File: src/design/fss_pkg.sv
// Purpose: constants and carrier types of the frequency sweep sequencer
// Assumes: frequencies in 10 mHz units, times in whole milliseconds
// Notes:   shared by the sequencer top and its assertions
// How it works
// - continuous mode starts on menu exit
// - continue type holds stop frequency afterwards
// - stop type halts at set phase
// - trigger edge starts sweep, ignored mid-sweep
// - manual key starts sweep like trigger
// - triggered mode ignores repeat interval
// - gate starts sweep, holds stop frequency
// - gate release halts at set phase
// - log gated sweep restarts from start
// - linear gated sweep may resume midway
// - gated mode ignores type and interval
// - short sweep display alternates start/stop
// - long sweep display shows live frequency
// - law is linear or logarithmic only
// - start range depends on waveform class
// - five digits, 10 mHz step
// - edit refuses, direct entry clamps nearer
// - stop range equals start range
// - direction from start/stop, equal no sweep
// - sweep time 1 ms to 500 s
// - linear down short sweep: time >= 2/stop
// - interval 1 ms to 500 s, may double
// - sync high while frequency travels
// - marker high until marker frequency reached
package fss_pkg;
  // ---------------------------------------------------------------
  // timing
  // ---------------------------------------------------------------
  localparam int CLK_PERIOD_NS = 10;
  localparam int MS_NS         = 1000000;
  localparam int CYCLES_PER_MS = MS_NS / CLK_PERIOD_NS;
  localparam int DISP_ALT_MS   = 500;
  // ---------------------------------------------------------------
  // widths and limits
  // ---------------------------------------------------------------
  localparam int FW = 32;
  localparam int TW = 19;
  localparam int NW = FW + TW;
  localparam logic [FW-1:0] FREQ_MIN      = 32'h0000_0001;  // 10 mHz
  localparam logic [FW-1:0] FREQ_MAX_WIDE = 32'h5968_2F00;  // 15.0000 MHz
  localparam logic [FW-1:0] FREQ_MAX_NARR = 32'h0098_9680;  // 100.000 kHz
  localparam logic [FW-1:0] TIME_MIN      = 32'h0000_0001;  // 1 ms
  localparam logic [FW-1:0] TIME_MAX      = 32'h0007_A120;  // 500 s
  localparam logic [TW-1:0] ONE_S_MS      = 19'h003E8;
  localparam logic [NW-1:0] TWO_OVER_K    = 51'h0_0000_0003_0D40;  // 2 stop periods in ms*10mHz
  localparam logic [TW-1:0] DISP_ALT      = 19'(DISP_ALT_MS);
  // ---------------------------------------------------------------
  // reset values
  // ---------------------------------------------------------------
  localparam logic [FW-1:0] RST_START  = 32'h0001_86A0;  // 1.0000 kHz
  localparam logic [FW-1:0] RST_STOP   = 32'h000F_4240;  // 10.000 kHz
  localparam logic [FW-1:0] RST_MARK   = 32'h0007_A120;  // 5.0000 kHz
  localparam logic [TW-1:0] RST_TIME   = 19'h00064;      // 100 ms
  localparam logic [TW-1:0] RST_INTVL  = 19'h000C8;      // 200 ms
  // ---------------------------------------------------------------
  // types
  // ---------------------------------------------------------------
  typedef enum logic [1:0] {MODE_CONTINUOUS_OSCILLATION_MODE, MODE_TRIGGERED_OSCILLATION_MODE, MODE_GATE} fss_mode_type;
  typedef enum logic {LAW_LINEAR, LAW_LOG} fss_law_type;
  typedef enum logic {AFTER_CONTINUE, AFTER_STOP} fss_after_type;
  typedef enum logic [2:0] {F_START, F_STOP, F_MARK, F_TIME, F_INTVL} fss_field_type;
  typedef struct packed {
    logic          valid;
    fss_field_type field;
    logic          direct;   // keypad entry, else digit edit
    logic [FW-1:0] value;
  } fss_write_type;
  typedef struct packed {
    logic [FW-1:0] start;
    logic [FW-1:0] stop;
    logic [FW-1:0] mark;
    logic [TW-1:0] time_ms;
    logic [TW-1:0] intvl_ms;
  } fss_cfg_type;
endpackage

File: src/design/fss_sequencer.sv
// Purpose: frequency sweep sequencer, settings store and sweep engine
// Assumes: all inputs but arst_n synchronous to core_clk, gate/trigger active high
// Notes:   log law uses a piecewise-linear log2 approximation
`timescale 1ns/1ns
`default_nettype none
module fss_sequencer
  import fss_pkg::*;
#(
  parameter int MS_CYCLES = CYCLES_PER_MS
) (
  // clock and reset
  input  wire logic          core_clk,
  input  wire logic          arst_n,
  // configuration
  input  wire logic          sweep_enable,
  input  wire logic          menu_exit,
  input  wire fss_mode_type  osc_mode,
  input  wire fss_law_type   sweep_law,
  input  wire fss_after_type after_type,
  input  wire logic          wave_narrow,
  input  wire fss_write_type cfg_write,
  // start sources
  input  wire logic          external_start_input,
  input  wire logic          manual_start_key,
  // outputs
  output var  fss_cfg_type   cfg,
  output logic               cfg_refused,
  output logic [FW-1:0]      out_freq,
  output logic [FW-1:0]      display_freq,
  output logic               osc_run,
  output logic               phase_halt,
  output logic               sweep_sync,
  output logic               sweep_marker
);
  typedef enum logic [1:0] {S_IDLE, S_SWEEP, S_HOLD, S_HALT} fss_state_type;

  // ---------------------------------------------------------------
  // helpers
  // ---------------------------------------------------------------
  function automatic logic [FW-1:0] log2_approx(input logic [FW-1:0] x);
    logic [4:0]    msb;
    logic [FW-1:0] sh;
    msb = 5'h00;
    for (int i = 0; i < FW; i++) begin
      if (x[i]) begin
        msb = 5'(i);
      end
    end
    sh = x << (5'h1F - msb);
    return {11'h000, msb, sh[30:15]};
  endfunction

  function automatic logic [FW-1:0] exp2_approx(input logic [FW-1:0] l);
    logic [47:0] m;
    m = {31'h0000_0000, 1'b1, l[15:0]} << l[20:16];
    return m[47:16];
  endfunction

  // ---------------------------------------------------------------
  // settings store
  // ---------------------------------------------------------------
  fss_cfg_type   next_cfg;
  fss_cfg_type   cand;
  logic          next_cfg_refused;
  logic [FW-1:0] lo;
  logic [FW-1:0] hi;
  logic [FW-1:0] val;
  logic          ok;
  logic [NW-1:0] t_by_f;

  // limits per field; stop shares start range
  always_comb begin
    lo = FREQ_MIN;
    hi = wave_narrow ? FREQ_MAX_NARR : FREQ_MAX_WIDE;
    if (cfg_write.field == F_TIME || cfg_write.field == F_INTVL) begin
      lo = TIME_MIN;
      hi = TIME_MAX;
    end
    // edit refuses, keypad clamps to nearer limit
    ok  = 1'b1;
    val = cfg_write.value;
    if (cfg_write.value < lo) begin
      ok  = cfg_write.direct;
      val = lo;
    end else if (cfg_write.value > hi) begin
      ok  = cfg_write.direct;
      val = hi;
    end
    cand = cfg;
    case (cfg_write.field)
      F_START: cand.start    = val;
      F_STOP:  cand.stop     = val;
      F_MARK:  cand.mark     = val;
      F_TIME:  cand.time_ms  = val[TW-1:0];
      F_INTVL: cand.intvl_ms = val[TW-1:0];
      default: ok = 1'b0;
    endcase
    // short linear down sweep must last two stop periods
    t_by_f = NW'(cand.time_ms) * NW'(cand.stop);
    if (sweep_law == LAW_LINEAR && cand.stop < cand.start &&
        cand.time_ms < ONE_S_MS && t_by_f < TWO_OVER_K) begin
      ok = 1'b0;
    end
    next_cfg         = (cfg_write.valid && ok) ? cand : cfg;
    next_cfg_refused = cfg_write.valid && !ok;
  end

  // settings register; 10 mHz units, no digit rounding
  always_ff @(posedge core_clk or negedge arst_n) begin
    if (!arst_n) begin
      cfg         <= '{RST_START, RST_STOP, RST_MARK, RST_TIME, RST_INTVL};
      cfg_refused <= 1'b0;
    end else begin
      cfg         <= next_cfg;
      cfg_refused <= next_cfg_refused;
    end
  end

  // ---------------------------------------------------------------
  // sweep control
  // ---------------------------------------------------------------
  fss_state_type state;
  fss_state_type next_state;
  logic [16:0]   ms_cnt;
  logic [16:0]   next_ms_cnt;
  logic [TW-1:0] elapsed;
  logic [TW-1:0] next_elapsed;
  logic [TW-1:0] intvl_cnt;
  logic [TW-1:0] next_intvl_cnt;
  logic [TW-1:0] disp_cnt;
  logic [TW-1:0] next_disp_cnt;
  logic          disp_sel;
  logic          next_disp_sel;
  logic          ext_prev;
  logic          ms_tick;
  logic          triggered_oscillation_mode_go;
  logic          sweep_end;
  logic          restart;

  assign ms_tick   = (ms_cnt == 17'(MS_CYCLES - 1));
  assign triggered_oscillation_mode_go   = (external_start_input && !ext_prev) || manual_start_key;
  assign sweep_end = ms_tick && (elapsed + 19'h00001 >= cfg.time_ms);
  // repeat only on an interval boundary after the sweep is over
  assign restart   = ms_tick && (intvl_cnt + 19'h00001 >= cfg.intvl_ms) &&
                     (state != S_SWEEP);

  always_comb begin
    next_state     = state;
    next_elapsed   = elapsed;
    next_intvl_cnt = intvl_cnt;
    next_ms_cnt    = ms_tick ? 17'h00000 : ms_cnt + 17'h00001;
    next_disp_cnt  = disp_cnt;
    next_disp_sel  = disp_sel;
    if (ms_tick && state == S_SWEEP) begin
      next_elapsed = elapsed + 19'h00001;
    end
    if (ms_tick) begin
      next_intvl_cnt = (intvl_cnt + 19'h00001 >= cfg.intvl_ms) ? 19'h00000
                                                               : intvl_cnt + 19'h00001;
      next_disp_cnt  = (disp_cnt + 19'h00001 >= DISP_ALT) ? 19'h00000
                                                          : disp_cnt + 19'h00001;
      next_disp_sel  = (disp_cnt + 19'h00001 >= DISP_ALT) ? !disp_sel : disp_sel;
    end
    case (osc_mode)
      MODE_CONTINUOUS_OSCILLATION_MODE: begin
        if (menu_exit || restart) begin
          next_state     = S_SWEEP;
          next_elapsed   = 19'h00000;
          next_intvl_cnt = 19'h00000;
        end else if (state == S_SWEEP && sweep_end) begin
          next_state = (after_type == AFTER_STOP) ? S_HALT : S_HOLD;
        end
      end
      MODE_TRIGGERED_OSCILLATION_MODE: begin
        // interval plays no part here
        if (triggered_oscillation_mode_go && state != S_SWEEP) begin
          next_state   = S_SWEEP;
          next_elapsed = 19'h00000;
        end else if (state == S_SWEEP && sweep_end) begin
          next_state = (after_type == AFTER_STOP) ? S_HALT : S_HOLD;
        end
      end
      MODE_GATE: begin
        // type and interval play no part here
        if (!external_start_input) begin
          if (state == S_SWEEP || state == S_HOLD) begin
            next_state = S_HALT;
          end
          if (sweep_law == LAW_LOG || state == S_HOLD) begin
            next_elapsed = 19'h00000;
          end
        end else if (state == S_IDLE || state == S_HALT) begin
          next_state = S_SWEEP;
        end else if (state == S_SWEEP && sweep_end) begin
          next_state = S_HOLD;
        end
      end
      default: next_state = S_IDLE;
    endcase
    if (!sweep_enable) begin
      next_state   = S_IDLE;
      next_elapsed = 19'h00000;
    end
    // a new sweep restarts the ms grid so its length is whole
    if (next_state == S_SWEEP && state != S_SWEEP) begin
      next_ms_cnt = 17'h00000;
    end
  end

  // sweep control registers
  always_ff @(posedge core_clk or negedge arst_n) begin
    if (!arst_n) begin
      state     <= S_IDLE;
      ms_cnt    <= 17'h00000;
      elapsed   <= 19'h00000;
      intvl_cnt <= 19'h00000;
      disp_cnt  <= 19'h00000;
      disp_sel  <= 1'b0;
      ext_prev  <= 1'b0;
    end else begin
      state     <= next_state;
      ms_cnt    <= next_ms_cnt;
      elapsed   <= next_elapsed;
      intvl_cnt <= next_intvl_cnt;
      disp_cnt  <= next_disp_cnt;
      disp_sel  <= next_disp_sel;
      ext_prev  <= external_start_input;
    end
  end

  // ---------------------------------------------------------------
  // frequency engine: serial divide of span*elapsed by sweep time
  // ---------------------------------------------------------------
  logic [FW-1:0] ep_a;
  logic [FW-1:0] ep_b;
  logic [FW-1:0] span;
  logic          up;
  logic [NW-1:0] num;
  logic [NW-1:0] next_num;
  logic [TW:0]   rem;
  logic [TW:0]   next_rem;
  logic [TW:0]   trial;
  logic [5:0]    bit_cnt;
  logic [5:0]    next_bit_cnt;
  logic [FW-1:0] curve;
  logic [FW-1:0] next_out_freq;
  logic [FW-1:0] next_display;
  logic          next_marker;

  // log law interpolates in the log2 domain
  always_comb begin
    ep_a = (sweep_law == LAW_LOG) ? log2_approx(cfg.start) : cfg.start;
    ep_b = (sweep_law == LAW_LOG) ? log2_approx(cfg.stop) : cfg.stop;
    up   = (cfg.stop >= cfg.start);
    span = up ? ep_b - ep_a : ep_a - ep_b;
  end

  // a fresh divide each ms; the ms period dwarfs its NW steps
  always_comb begin
    next_num     = num;
    next_rem     = rem;
    next_bit_cnt = bit_cnt;
    trial        = {rem[TW-1:0], num[NW-1]};
    next_out_freq = out_freq;
    // divide the progress the sweep is about to reach, not the old one
    if (ms_tick) begin
      next_num     = NW'(span) * NW'(next_elapsed);
      next_rem     = '0;
      next_bit_cnt = 6'(NW);
    end else if (bit_cnt != 6'h00) begin
      next_bit_cnt = bit_cnt - 6'h01;
      if (trial >= {1'b0, cfg.time_ms}) begin
        next_rem = trial - {1'b0, cfg.time_ms};
        next_num = {num[NW-2:0], 1'b1};
      end else begin
        next_rem = trial;
        next_num = {num[NW-2:0], 1'b0};
      end
    end
    // the quotient is whole only after the last step, so use next_num
    curve = up ? ep_a + next_num[FW-1:0] : ep_a - next_num[FW-1:0];
    if (sweep_law == LAW_LOG) begin
      curve = exp2_approx(curve);
    end
    if (bit_cnt == 6'h01 && !ms_tick) begin
      next_out_freq = curve;
    end
    // equal ends give a flat output hold keeps stop
    if (state == S_HOLD || cfg.start == cfg.stop) begin
      next_out_freq = cfg.stop;
    end else if (state == S_IDLE) begin
      next_out_freq = cfg.start;
    end
    // a fresh sweep leaves from start; a stale divide is dropped
    if (next_state == S_SWEEP && state != S_SWEEP && next_elapsed == 19'h00000) begin
      next_out_freq = cfg.start;
      next_bit_cnt  = 6'h00;
    end
    // marker stays up until the output passes the marker point
    next_marker = sweep_marker;
    if (state != S_SWEEP) begin
      next_marker = 1'b0;
    end else if (elapsed == 19'h00000 && !sweep_marker && out_freq == cfg.start) begin
      next_marker = 1'b1;
    end else if (up ? out_freq >= cfg.mark : out_freq <= cfg.mark) begin
      next_marker = 1'b0;
    end
    // readout: alternate when short live when long
    if (state == S_IDLE) begin
      next_display = cfg.start;
    end else if (cfg.time_ms < ONE_S_MS) begin
      next_display = disp_sel ? cfg.stop : cfg.start;
    end else begin
      next_display = out_freq;
    end
  end

  // frequency engine registers
  always_ff @(posedge core_clk or negedge arst_n) begin
    if (!arst_n) begin
      num          <= '0;
      rem          <= '0;
      bit_cnt      <= 6'h00;
      out_freq     <= RST_START;
      display_freq <= RST_START;
      sweep_marker <= 1'b0;
    end else begin
      num          <= next_num;
      rem          <= next_rem;
      bit_cnt      <= next_bit_cnt;
      out_freq     <= next_out_freq;
      display_freq <= next_display;
      sweep_marker <= next_marker;
    end
  end

  assign osc_run    = (state == S_SWEEP) || (state == S_HOLD);
  assign phase_halt = (state == S_HALT);
  assign sweep_sync = (state == S_SWEEP);
endmodule
`default_nettype wire

File: config.mk
export PLATFORM = sky130hd
export DESIGN_NAME = fss_sequencer
export DESIGN_NICKNAME = d
export VERILOG_FILES = /design/src/design/fss_pkg.sv /design/src/design/fss_sequencer.sv
export SDC_FILE = /design/constraint.sdc
export NUM_CORES = 2
export LEC_CHECK = 0
export ABC_AREA = 1
export BUFFER_PORTS_ARGS = -buffer_cell sky130_fd_sc_hd__buf_2
export CORE_MARGIN = 2
export CORE_UTILIZATION = 50
export CTS_BUF_LIST = sky130_fd_sc_hd__clkbuf_2
export DETAILED_ROUTE_END_ITERATION = 7
export PLACE_DENSITY = 0.71
export SLEW_MARGIN = 15
export SYNTH_ARGS = -nofsm -noshare
export SYNTH_HDL_FRONTEND = slang
export SYNTH_SLANG_ARGS = --single-unit
File: constraint.sdc
create_clock -name core_clk -period 12.56 [get_ports core_clk]
set_input_delay 2.512 -clock core_clk [delete_from_list [all_inputs] [get_ports core_clk]]
set_output_delay 2.512 -clock core_clk [all_outputs]
set_load 0.02 [all_outputs]
Word-level counts from Yosys, hierarchy flattened
Cells that the tools add are included.
- reduce and logical (&&, ||, !) cells: 43
- shift operators: 3
- order comparisons: 13
- add/sub/neg operators: 12
- equal/unequal tests: 15
- bitwise operators: 1
- multipliers: 2
- mux-type cells: 122
- operators by type and width (cell ; number):
    $mux 32 ; 16
    $mux 5 ; 60
    $mux 19 ; 15
    $mux 51 ; 2
    $sub 32x32->32 ; 3
    $eq 32x32->1 ; 2
    $ge 32x32->1 ; 2
    $shl 32x5->31 ; 2
    $mux 31 ; 2
    $add 19x1->19 const B ; 3
    $pmux 19 s3 ; 1
    $lt 51x18->1 const B ; 1
    $mul 19x32->51 ; 1
    $mul 32x19->51 ; 1
    $shl 17x5->48 ; 1
    $ge 19x19->1 ; 2
    $logic_not 19->1 ; 2
    $lt 19x10->1 const B ; 2
    $mux 17 ; 2
    $add 32x32->32 ; 1
    $gt 32x32->1 ; 1
    $le 32x32->1 ; 1
    $lt 32x1->1 const B ; 1
    $lt 32x32->1 ; 1
    other kinds (30) ; 86
- output and inout port bits: 203
- bits in registers: 354
- bits of input ports: 48
- word-level logic and storage cells: 231

Longest topological paths before layout
- word-level depth: 46
- gate-level depth with buffers: 103
- gate-level depth less buffers: 99

Least setup slack after synthesis
No wires, ideal clock.
- kind: input port to flip-flop
- start: in sweep_law
- end: reg out_freq[29]
- setup slack: -381 ps
- path buffers: 4
- required time: 12437 ps
- stages on the path: 56
- data arrival time: 12818 ps
- library setup time: 123 ps
- path through: clkbuf_1 > clkbuf_1 > buf_1 > buf_1 > a31oi_1 > inv_1 > ha_1 > inv_1 > fa_1 > inv_1 > o21ai_0 > inv_1 > o21ai_1 > nand2_1 > nand2_1 > inv_2 > nand2_1 > nand3_1 > (+20 left out) > o31ai_1 > xor2_1 > o21ai_0 > nand4_1 > o21ai_0 > o21ai_0 > xor2_1 > ha_1 > nand2_1 > nor2_1 > nand2_1 > o221ai_1 > a41o_1 > or2_2 > nand3_1 > nand2_1 > a21boi_0 > o21ai_1
- cells in the longest elaborated chain, start to end: 15
- elaborated cells between the ends (all ways): 24
- those cells by class: add/sub (4); mul (1); shift (1); mux (14); reduce/logical (4)
- ends and longest elaborated chain (item ; RTL line ; RTL):
    start: declaration ; fss_sequencer.sv:18 ; input wire fss_law_type sweep_law,
    parallel branches: the longest is 15 deep, another holds $mul 32x19->51 ; - ;
    end signal: assignment ; fss_sequencer.sv:331 ; out_freq <= next_out_freq;
    end: declaration ; fss_sequencer.sv:28 ; output logic [FW-1:0] out_freq,
Parallel ways; which one is timed is not known. The select of a mux whose other input is x is not followed.
A chain may end at the register's enable or synchronous reset.

Worst setup path in the final report
- start: reg cfg[72] (netlist name)
- end: reg out_freq[29]
- cells in the longest elaborated chain, start to end: 45
- elaborated cells between the ends (all ways): 51
- those cells by class: add/sub (5); mul (1); order compare (1); eq/ne (1); shift (2); mux (39); reduce/logical (2)
- ends and longest elaborated chain (item ; RTL line ; RTL):
    start: declaration ; fss_sequencer.sv:26 ; output var fss_cfg_type cfg,
    start signal: assignment ; fss_sequencer.sv:111 ; cfg <= '{RST_START, RST_STOP, RST_MARK, RST_TIME, RST_INTVL};
    start signal: assignment ; fss_sequencer.sv:114 ; cfg <= next_cfg;
    $mux 5 (30 in a row) ; fss_sequencer.sv:45 ; if (x[i]) begin
    $sub 5x5->5 ; fss_sequencer.sv:49 ; sh = x << (5'h1F - msb);
    $shl 32x5->31 ; fss_sequencer.sv:49 ;
    $mux 32 ; fss_sequencer.sv:253 ; ep_b = (sweep_law == LAW_LOG) ? log2_approx(cfg.stop) : cfg.stop;
    $sub 32x32->32 ; fss_sequencer.sv:255 ; span = up ? ep_b - ep_a : ep_a - ep_b;
    $mux 32 * ; fss_sequencer.sv:255 ;
    $mul 32x19->51 * ; fss_sequencer.sv:267 ; next_num = NW'(span) * NW'(next_elapsed);
    $mux 51 * ; fss_sequencer.sv:266 ; if (ms_tick) begin
    via next_num[18] ; fss_sequencer.sv:239 ; logic [NW-1:0] next_num;
    $sub 32x32->32 or $add 32x32->32 (tied branches) ; fss_sequencer.sv:281 ; curve = up ? ep_a + next_num[FW-1:0] : ep_a - next_num[FW-1:0];
    $mux 32 * ; fss_sequencer.sv:281 ;
    $shl 17x5->48 ; fss_sequencer.sv:55 ; m = {31'h0000_0000, 1'b1, l[15:0]} << l[20:16];
    $mux 32 * ; fss_sequencer.sv:282 ; if (sweep_law == LAW_LOG) begin
    $mux 32 * ; fss_sequencer.sv:285 ; if (bit_cnt == 6'h01 && !ms_tick) begin
    $mux 32 * ; fss_sequencer.sv:291 ; end else if (state == S_IDLE) begin
    $mux 32 * ; fss_sequencer.sv:289 ; if (state == S_HOLD || cfg.start == cfg.stop) begin
    $mux 32 * ; fss_sequencer.sv:295 ; if (next_state == S_SWEEP && state != S_SWEEP && next_elapsed == 19'h00000) begin
Mark *: on every way through the listed nets, which the timed path passes. The rest lies on a longest branch. The select of a mux whose other input is x is not followed.

==> tab_implementation.tex <==
\begin{tabular}{lr}
\hline
Metric & Value \\
\hline
\multicolumn{2}{l}{\textbf{Route}} \\
Highest routed metal layer & met5 \\
Met2 routed wirelength & roughly 130000 µm \\
Number of detailed-route iterations in the first pass & 7 \\
Post-detailed-route DRC marker count & 0 \\
Post-route met1 wirelength & $\sim$120000 µm \\
Total met3 wirelength after detailed routing & 34450 µm \\
Final routed wirelength across all metal layers & approximately 310000 µm \\
Total via count in the routed design & $\sim$76000 \\
Antenna Nets Post-Route & 0 \\
Final routed wire length divided by cell count & 22.84 µm \\
Starting DRC count in detailed routing & between 7000 and 8000 \\
Post-DR vias/cell & 5.646 \\
\multicolumn{2}{l}{\textbf{Timing}} \\
Final setup violation count & 11 \\
Worst rel slew slack & roughly an eighth \\
Final worst path period share & 101.5\% \\
Clk\_skew & approximately 0.20 ns \\
Unrepaired setup endpoints after global routing & true \\
Slew at the pin with the worst max-slew slack & roughly 1.3 ns \\
Minimum period implied by the final worst setup slack & $\sim$13 ns \\
Post-route setup slack & -0.1942 ns \\
Max-slew violation total from the final report & 0 \\
Hold violation count in the final report & 0 \\
Highest achievable clock rate & roughly 78 MHz \\
\multicolumn{2}{l}{\textbf{Clocking}} \\
CTS tree & done \\
Buffer depth of the longest clock path & 3 \\
Clk sinks & $\sim$350 \\
Root buffer cell & sky130\_fd\_sc\_hd\_\_clkbuf\_2 \\
Clock Latency Late Sink & roughly 1.4 ns \\
Count of hold-fix buffers inserted at cts & 0 \\
Number of CTS-inserted buffers & 100 \\
Clk pin slew, worst setup/hold paths & around 0.1 ns \\
Clock H-tree levels & 3 \\
\multicolumn{2}{l}{\textbf{Setup path}} \\
Kind of capture point of the worst setup path & flop \\
Required time worst endpoint & between 10 and 15 ns \\
Count of cells along the worst register-to-register path & 83 \\
Top delay family on crit path & adder cells \\
Highest net fanout along the worst path & 6 \\
Worst setup path category & reg2reg \\
Data arrival at the endpoint of the critical path & roughly 14 ns \\
Stages on worst setup path & 83 \\
Most frequent cell on the critical path & sky130\_fd\_sc\_hd\_\_nand2\_1 \\
Crit-path max cell delay & $\sim$0.57 ns \\
Launching element type of the critical path & flop \\
Critical-path top delay cell & sky130\_fd\_sc\_hd\_\_fa\_1 \\
Buffer and inverter count on the worst path & 15 \\
\multicolumn{2}{l}{\textbf{Yosys}} \\
Synth warn & 0 \\
Proportion of register bits with asynchronous set or reset after synthesis & 100.0\% \\
Combinational family with the most area after synthesis & adder cells \\
Number of enable-type register cells in the synthesized netlist & 0 \\
Leading area contributor after synthesis & sky130\_fd\_sc\_hd\_\_fa\_1 \\
Number of library cell types mapped by synthesis & 78 \\
Xor-xnor portion of the synthesized cell area & 2.589\% \\
Mapped Area & 0.07196 mm² \\
Basic-gate share of the synthesized area counting and, or, nand and nor cells & between 20\% and 30\% \\
Adder and majority cell fraction of the synthesized area & approximately 38\% \\
Sequential area share after synthesis & between 10 and 15\% \\
Synth top area share & between 20\% and 30\% \\
Synth Area in Compound Gates & between 10\% and 20\% \\
Synthesized net count & 11550 \\
Dominant synthesized flop cell & sky130\_fd\_sc\_hd\_\_dfrtp\_1 \\
Proportion of synthesized area in mux cells & 0.1669\% \\
Cell count after synthesis & 9939 \\
Synth Register Bits & 354 \\
Post-Synthesis Mean Instance Area & between 7 and 8 µm² \\
Leading post-synthesis cells by cell area & sky130\_fd\_sc\_hd\_\_fa\_1, sky130\_fd\_sc\_hd\_\_nand2\_1, sky130\_fd\_sc\_hd\_\_dfrtp\_1 \\
\multicolumn{2}{l}{\textbf{Placed design}} \\
Number of placed cells counting well taps & around 13000 \\
Placed inst area & between 0.08 and 0.09 mm² \\
Port Buf Inserts & 250 \\
Placer's final routability congestion estimate & 1.067 \\
DP HPWL & around 250000 µm \\
\multicolumn{2}{l}{\textbf{Floorplanning}} \\
Placement Rows & between 100 and 150 \\
Area of the core & 0.1433 mm² \\
Die Outline Area & $\sim$0.15 mm² \\
Die Y-Extent & around 380 µm \\
Die span in x & 383.4 µm \\
Top-level I/O count & 251 \\
Initial Util & 50.22\% \\
\multicolumn{2}{l}{\textbf{Layout}} \\
Share of cells above drive strength 1 & between 20\% and 30\% \\
Area added between synthesis and finish & 25.52\% \\
Post-layout utilization of the core & $\sim$63\% \\
Post-layout net count & about 13000 \\
Number of standard cells in the layout, taps in and fillers out & around 13000 \\
Post-route design area & roughly 0.09 mm² \\
\multicolumn{2}{l}{\textbf{Global route}} \\
Antenna violations before repair & 25 \\
Overall routing resource usage & 41.47\% \\
Via count of the first global-routing pass & approximately 76000 \\
Wire length of the first global-routing pass & about 460000 µm \\
Largest net degree at the start of global routing & about 90 \\
Total overflow reported by the global router & 0 \\
\multicolumn{2}{l}{\textbf{Status}} \\
Outcome & finished, violations left \\
Violations in the final reports & setup timing \\
\multicolumn{2}{l}{\textbf{Run}} \\
Max-cap violations & 0 \\
\multicolumn{2}{l}{\textbf{Hold path}} \\
Type of the worst min-delay path & reg2reg \\
Depth of the worst hold-timing path & 2 \\
\hline
\end{tabular}
layer usage:
layer  up-vias  track usage [%]
met1     36520            52.49
met4        20            24.22
met3      1060            10.55
li1      33940                -
met5         -                0
met2      4210            64.31
registers in the layout (all words and copies together), names as in the netlist, 2 cells and up:
register	count
bit_cnt	6
cfg	134
disp_cnt	19
display_freq	32
elapsed	19
intvl_cnt	19
ms_cnt	17
num	51
out_freq	32
rem	19
state	2
cell families (layout without fill, tap and decap cells):
| family | Yosys count | after routing |
|---|---|---|
| flip-flops | 354 | 354 |
| AND/OR/NAND/NOR | 3910 | 3913 |
| other | 0 | 13 |
| buffers and inverters | 2404 | 3957 |
| multiplexers | 12 | 12 |
| adder cells (fa/ha/maj) | 1567 | 1567 |
| XOR/XNOR | 211 | 211 |
| AO/OA/AOI/OAI | 1481 | 1485 |
final timing paths:
| path | start | to | slack, ns |
|---|---|---|---|
| max in group asynchronous | arst_n | disp_sel$_DFFE_PN0P_ | 9.13 |
| setup reg to reg | cfg[72]$_DFFE_PN0P_ | out_freq[29]$_DFFE_PN0P_ | -0.19 |
| setup / recovery | cfg[72]$_DFFE_PN0P_ | out_freq[29]$_DFFE_PN0P_ | -0.19 |
| hold reg to reg | num[32]$_DFFE_PN0P_ | num[33]$_DFFE_PN0P_ | 0.48 |
| hold / removal | num[32]$_DFFE_PN0P_ | num[33]$_DFFE_PN0P_ | 0.48 |
| min in group asynchronous | arst_n | out_freq[12]$_DFFE_PN0P_ | 1.15 |
synthesized netlist by cell type, types with 14 or more instances:
cell	n
sky130_fd_sc_hd__clkbuf_1	306
sky130_fd_sc_hd__buf_1	35
sky130_fd_sc_hd__or2_2	24
sky130_fd_sc_hd__nand4_1	80
sky130_fd_sc_hd__o21a_1	24
sky130_fd_sc_hd__a211oi_1	49
sky130_fd_sc_hd__nor2_1	837
sky130_fd_sc_hd__buf_4	16
sky130_fd_sc_hd__ha_1	546
sky130_fd_sc_hd__o211ai_1	59
sky130_fd_sc_hd__xnor2_1	50
sky130_fd_sc_hd__inv_1	1939
sky130_fd_sc_hd__inv_2	21
sky130_fd_sc_hd__nand2_1	2271
sky130_fd_sc_hd__nand2_2	31
sky130_fd_sc_hd__nor3_1	74
sky130_fd_sc_hd__clkinv_1	18
sky130_fd_sc_hd__o21bai_1	17
sky130_fd_sc_hd__dfstp_2	38
sky130_fd_sc_hd__o22ai_1	29
sky130_fd_sc_hd__o221ai_1	30
sky130_fd_sc_hd__a22oi_1	25
sky130_fd_sc_hd__a31oi_1	25
sky130_fd_sc_hd__o21ai_1	62
sky130_fd_sc_hd__a21o_1	16
sky130_fd_sc_hd__nor4_1	42
sky130_fd_sc_hd__o21ai_0	657
sky130_fd_sc_hd__dfrtp_1	316
sky130_fd_sc_hd__buf_2	52
sky130_fd_sc_hd__buf_6	14
sky130_fd_sc_hd__fa_1	1021
sky130_fd_sc_hd__xor2_1	159
sky130_fd_sc_hd__nand3_1	489
sky130_fd_sc_hd__a21oi_1	403
timing repair:
item | in CTS | in global routing
pin swaps | 54 | 198
gates resized for setup | 269 | 545
setup endpoints to repair | 49 | 172
setup buffers | 25 | 86
gates cloned | 7 | 6
per-stage QoR:
stage          setup WS, ns    TNS [ns]  hold WS (ns)
2_1_floorplan       0.02177           0        0.4435
3_3_place_gp         -1.304      -85.52        0.4557
3_5_place_dp         -1.372     -110.20        0.4760
4_1_cts          -0.0003473  -0.0003473        0.4763
5_1_grt             -0.6995      -22.64        0.5059
6_report            -0.1942     -0.6343        0.4808
cell type report:
cell class                 instances  area, µm²
antenna                           13      32.53
clock buffer                     148      740.7
clock inverter                    33      202.7
fill                           13130      52980
inverter                        1978       7446
multi-input combinational       7188      56760
sequential                       354       8907
tap                             1903       2381
timing repair buffer            1798      13860
worst reg2reg max path: cells and delay by family (launching register included):
kind | cells | cell delay (ns)
AO/OA/AOI/OAI | 24 | 3.65
XOR/XNOR | 2 | 0.32
adder cells (fa/ha/maj) | 9 | 3.81
buffers and inverters | 15 | 1.68
flip-flops | 1 | 0.40
multiplexers | 1 | 0.20
AND/OR/NAND/NOR | 32 | 2.62
cells in the final DEF, fill, tap and decap left out, types with 35 or more instances in the layout:
cell                       instances
sky130_fd_sc_hd__o21ai_0         535
sky130_fd_sc_hd__a211oi_1         48
sky130_fd_sc_hd__clkinv_1         35
sky130_fd_sc_hd__fa_1           1011
sky130_fd_sc_hd__clkbuf_2        148
sky130_fd_sc_hd__nand2_1        2179
sky130_fd_sc_hd__nor3_1           65
sky130_fd_sc_hd__dfrtp_1         315
sky130_fd_sc_hd__nand4_1          80
sky130_fd_sc_hd__dfstp_2          38
sky130_fd_sc_hd__inv_2            64
sky130_fd_sc_hd__inv_1          1893
sky130_fd_sc_hd__nor2_1          794
sky130_fd_sc_hd__buf_2           248
sky130_fd_sc_hd__buf_6            45
sky130_fd_sc_hd__nand3_1         441
sky130_fd_sc_hd__a21oi_2          72
sky130_fd_sc_hd__nand2_2          97
sky130_fd_sc_hd__nand3_2          54
sky130_fd_sc_hd__ha_4             42
sky130_fd_sc_hd__o21ai_2          76
sky130_fd_sc_hd__a21oi_1         317
sky130_fd_sc_hd__buf_12           55
sky130_fd_sc_hd__nor4_1           35
sky130_fd_sc_hd__buf_4          1441
sky130_fd_sc_hd__ha_1            496
sky130_fd_sc_hd__o211ai_1         59
sky130_fd_sc_hd__xnor2_1          47
sky130_fd_sc_hd__xor2_1          145
sky130_fd_sc_hd__o21ai_1         106
Power is left out: the tool's default activity adds up to more than one toggle a clock period on the data nets, which glitch-free logic cannot reach.
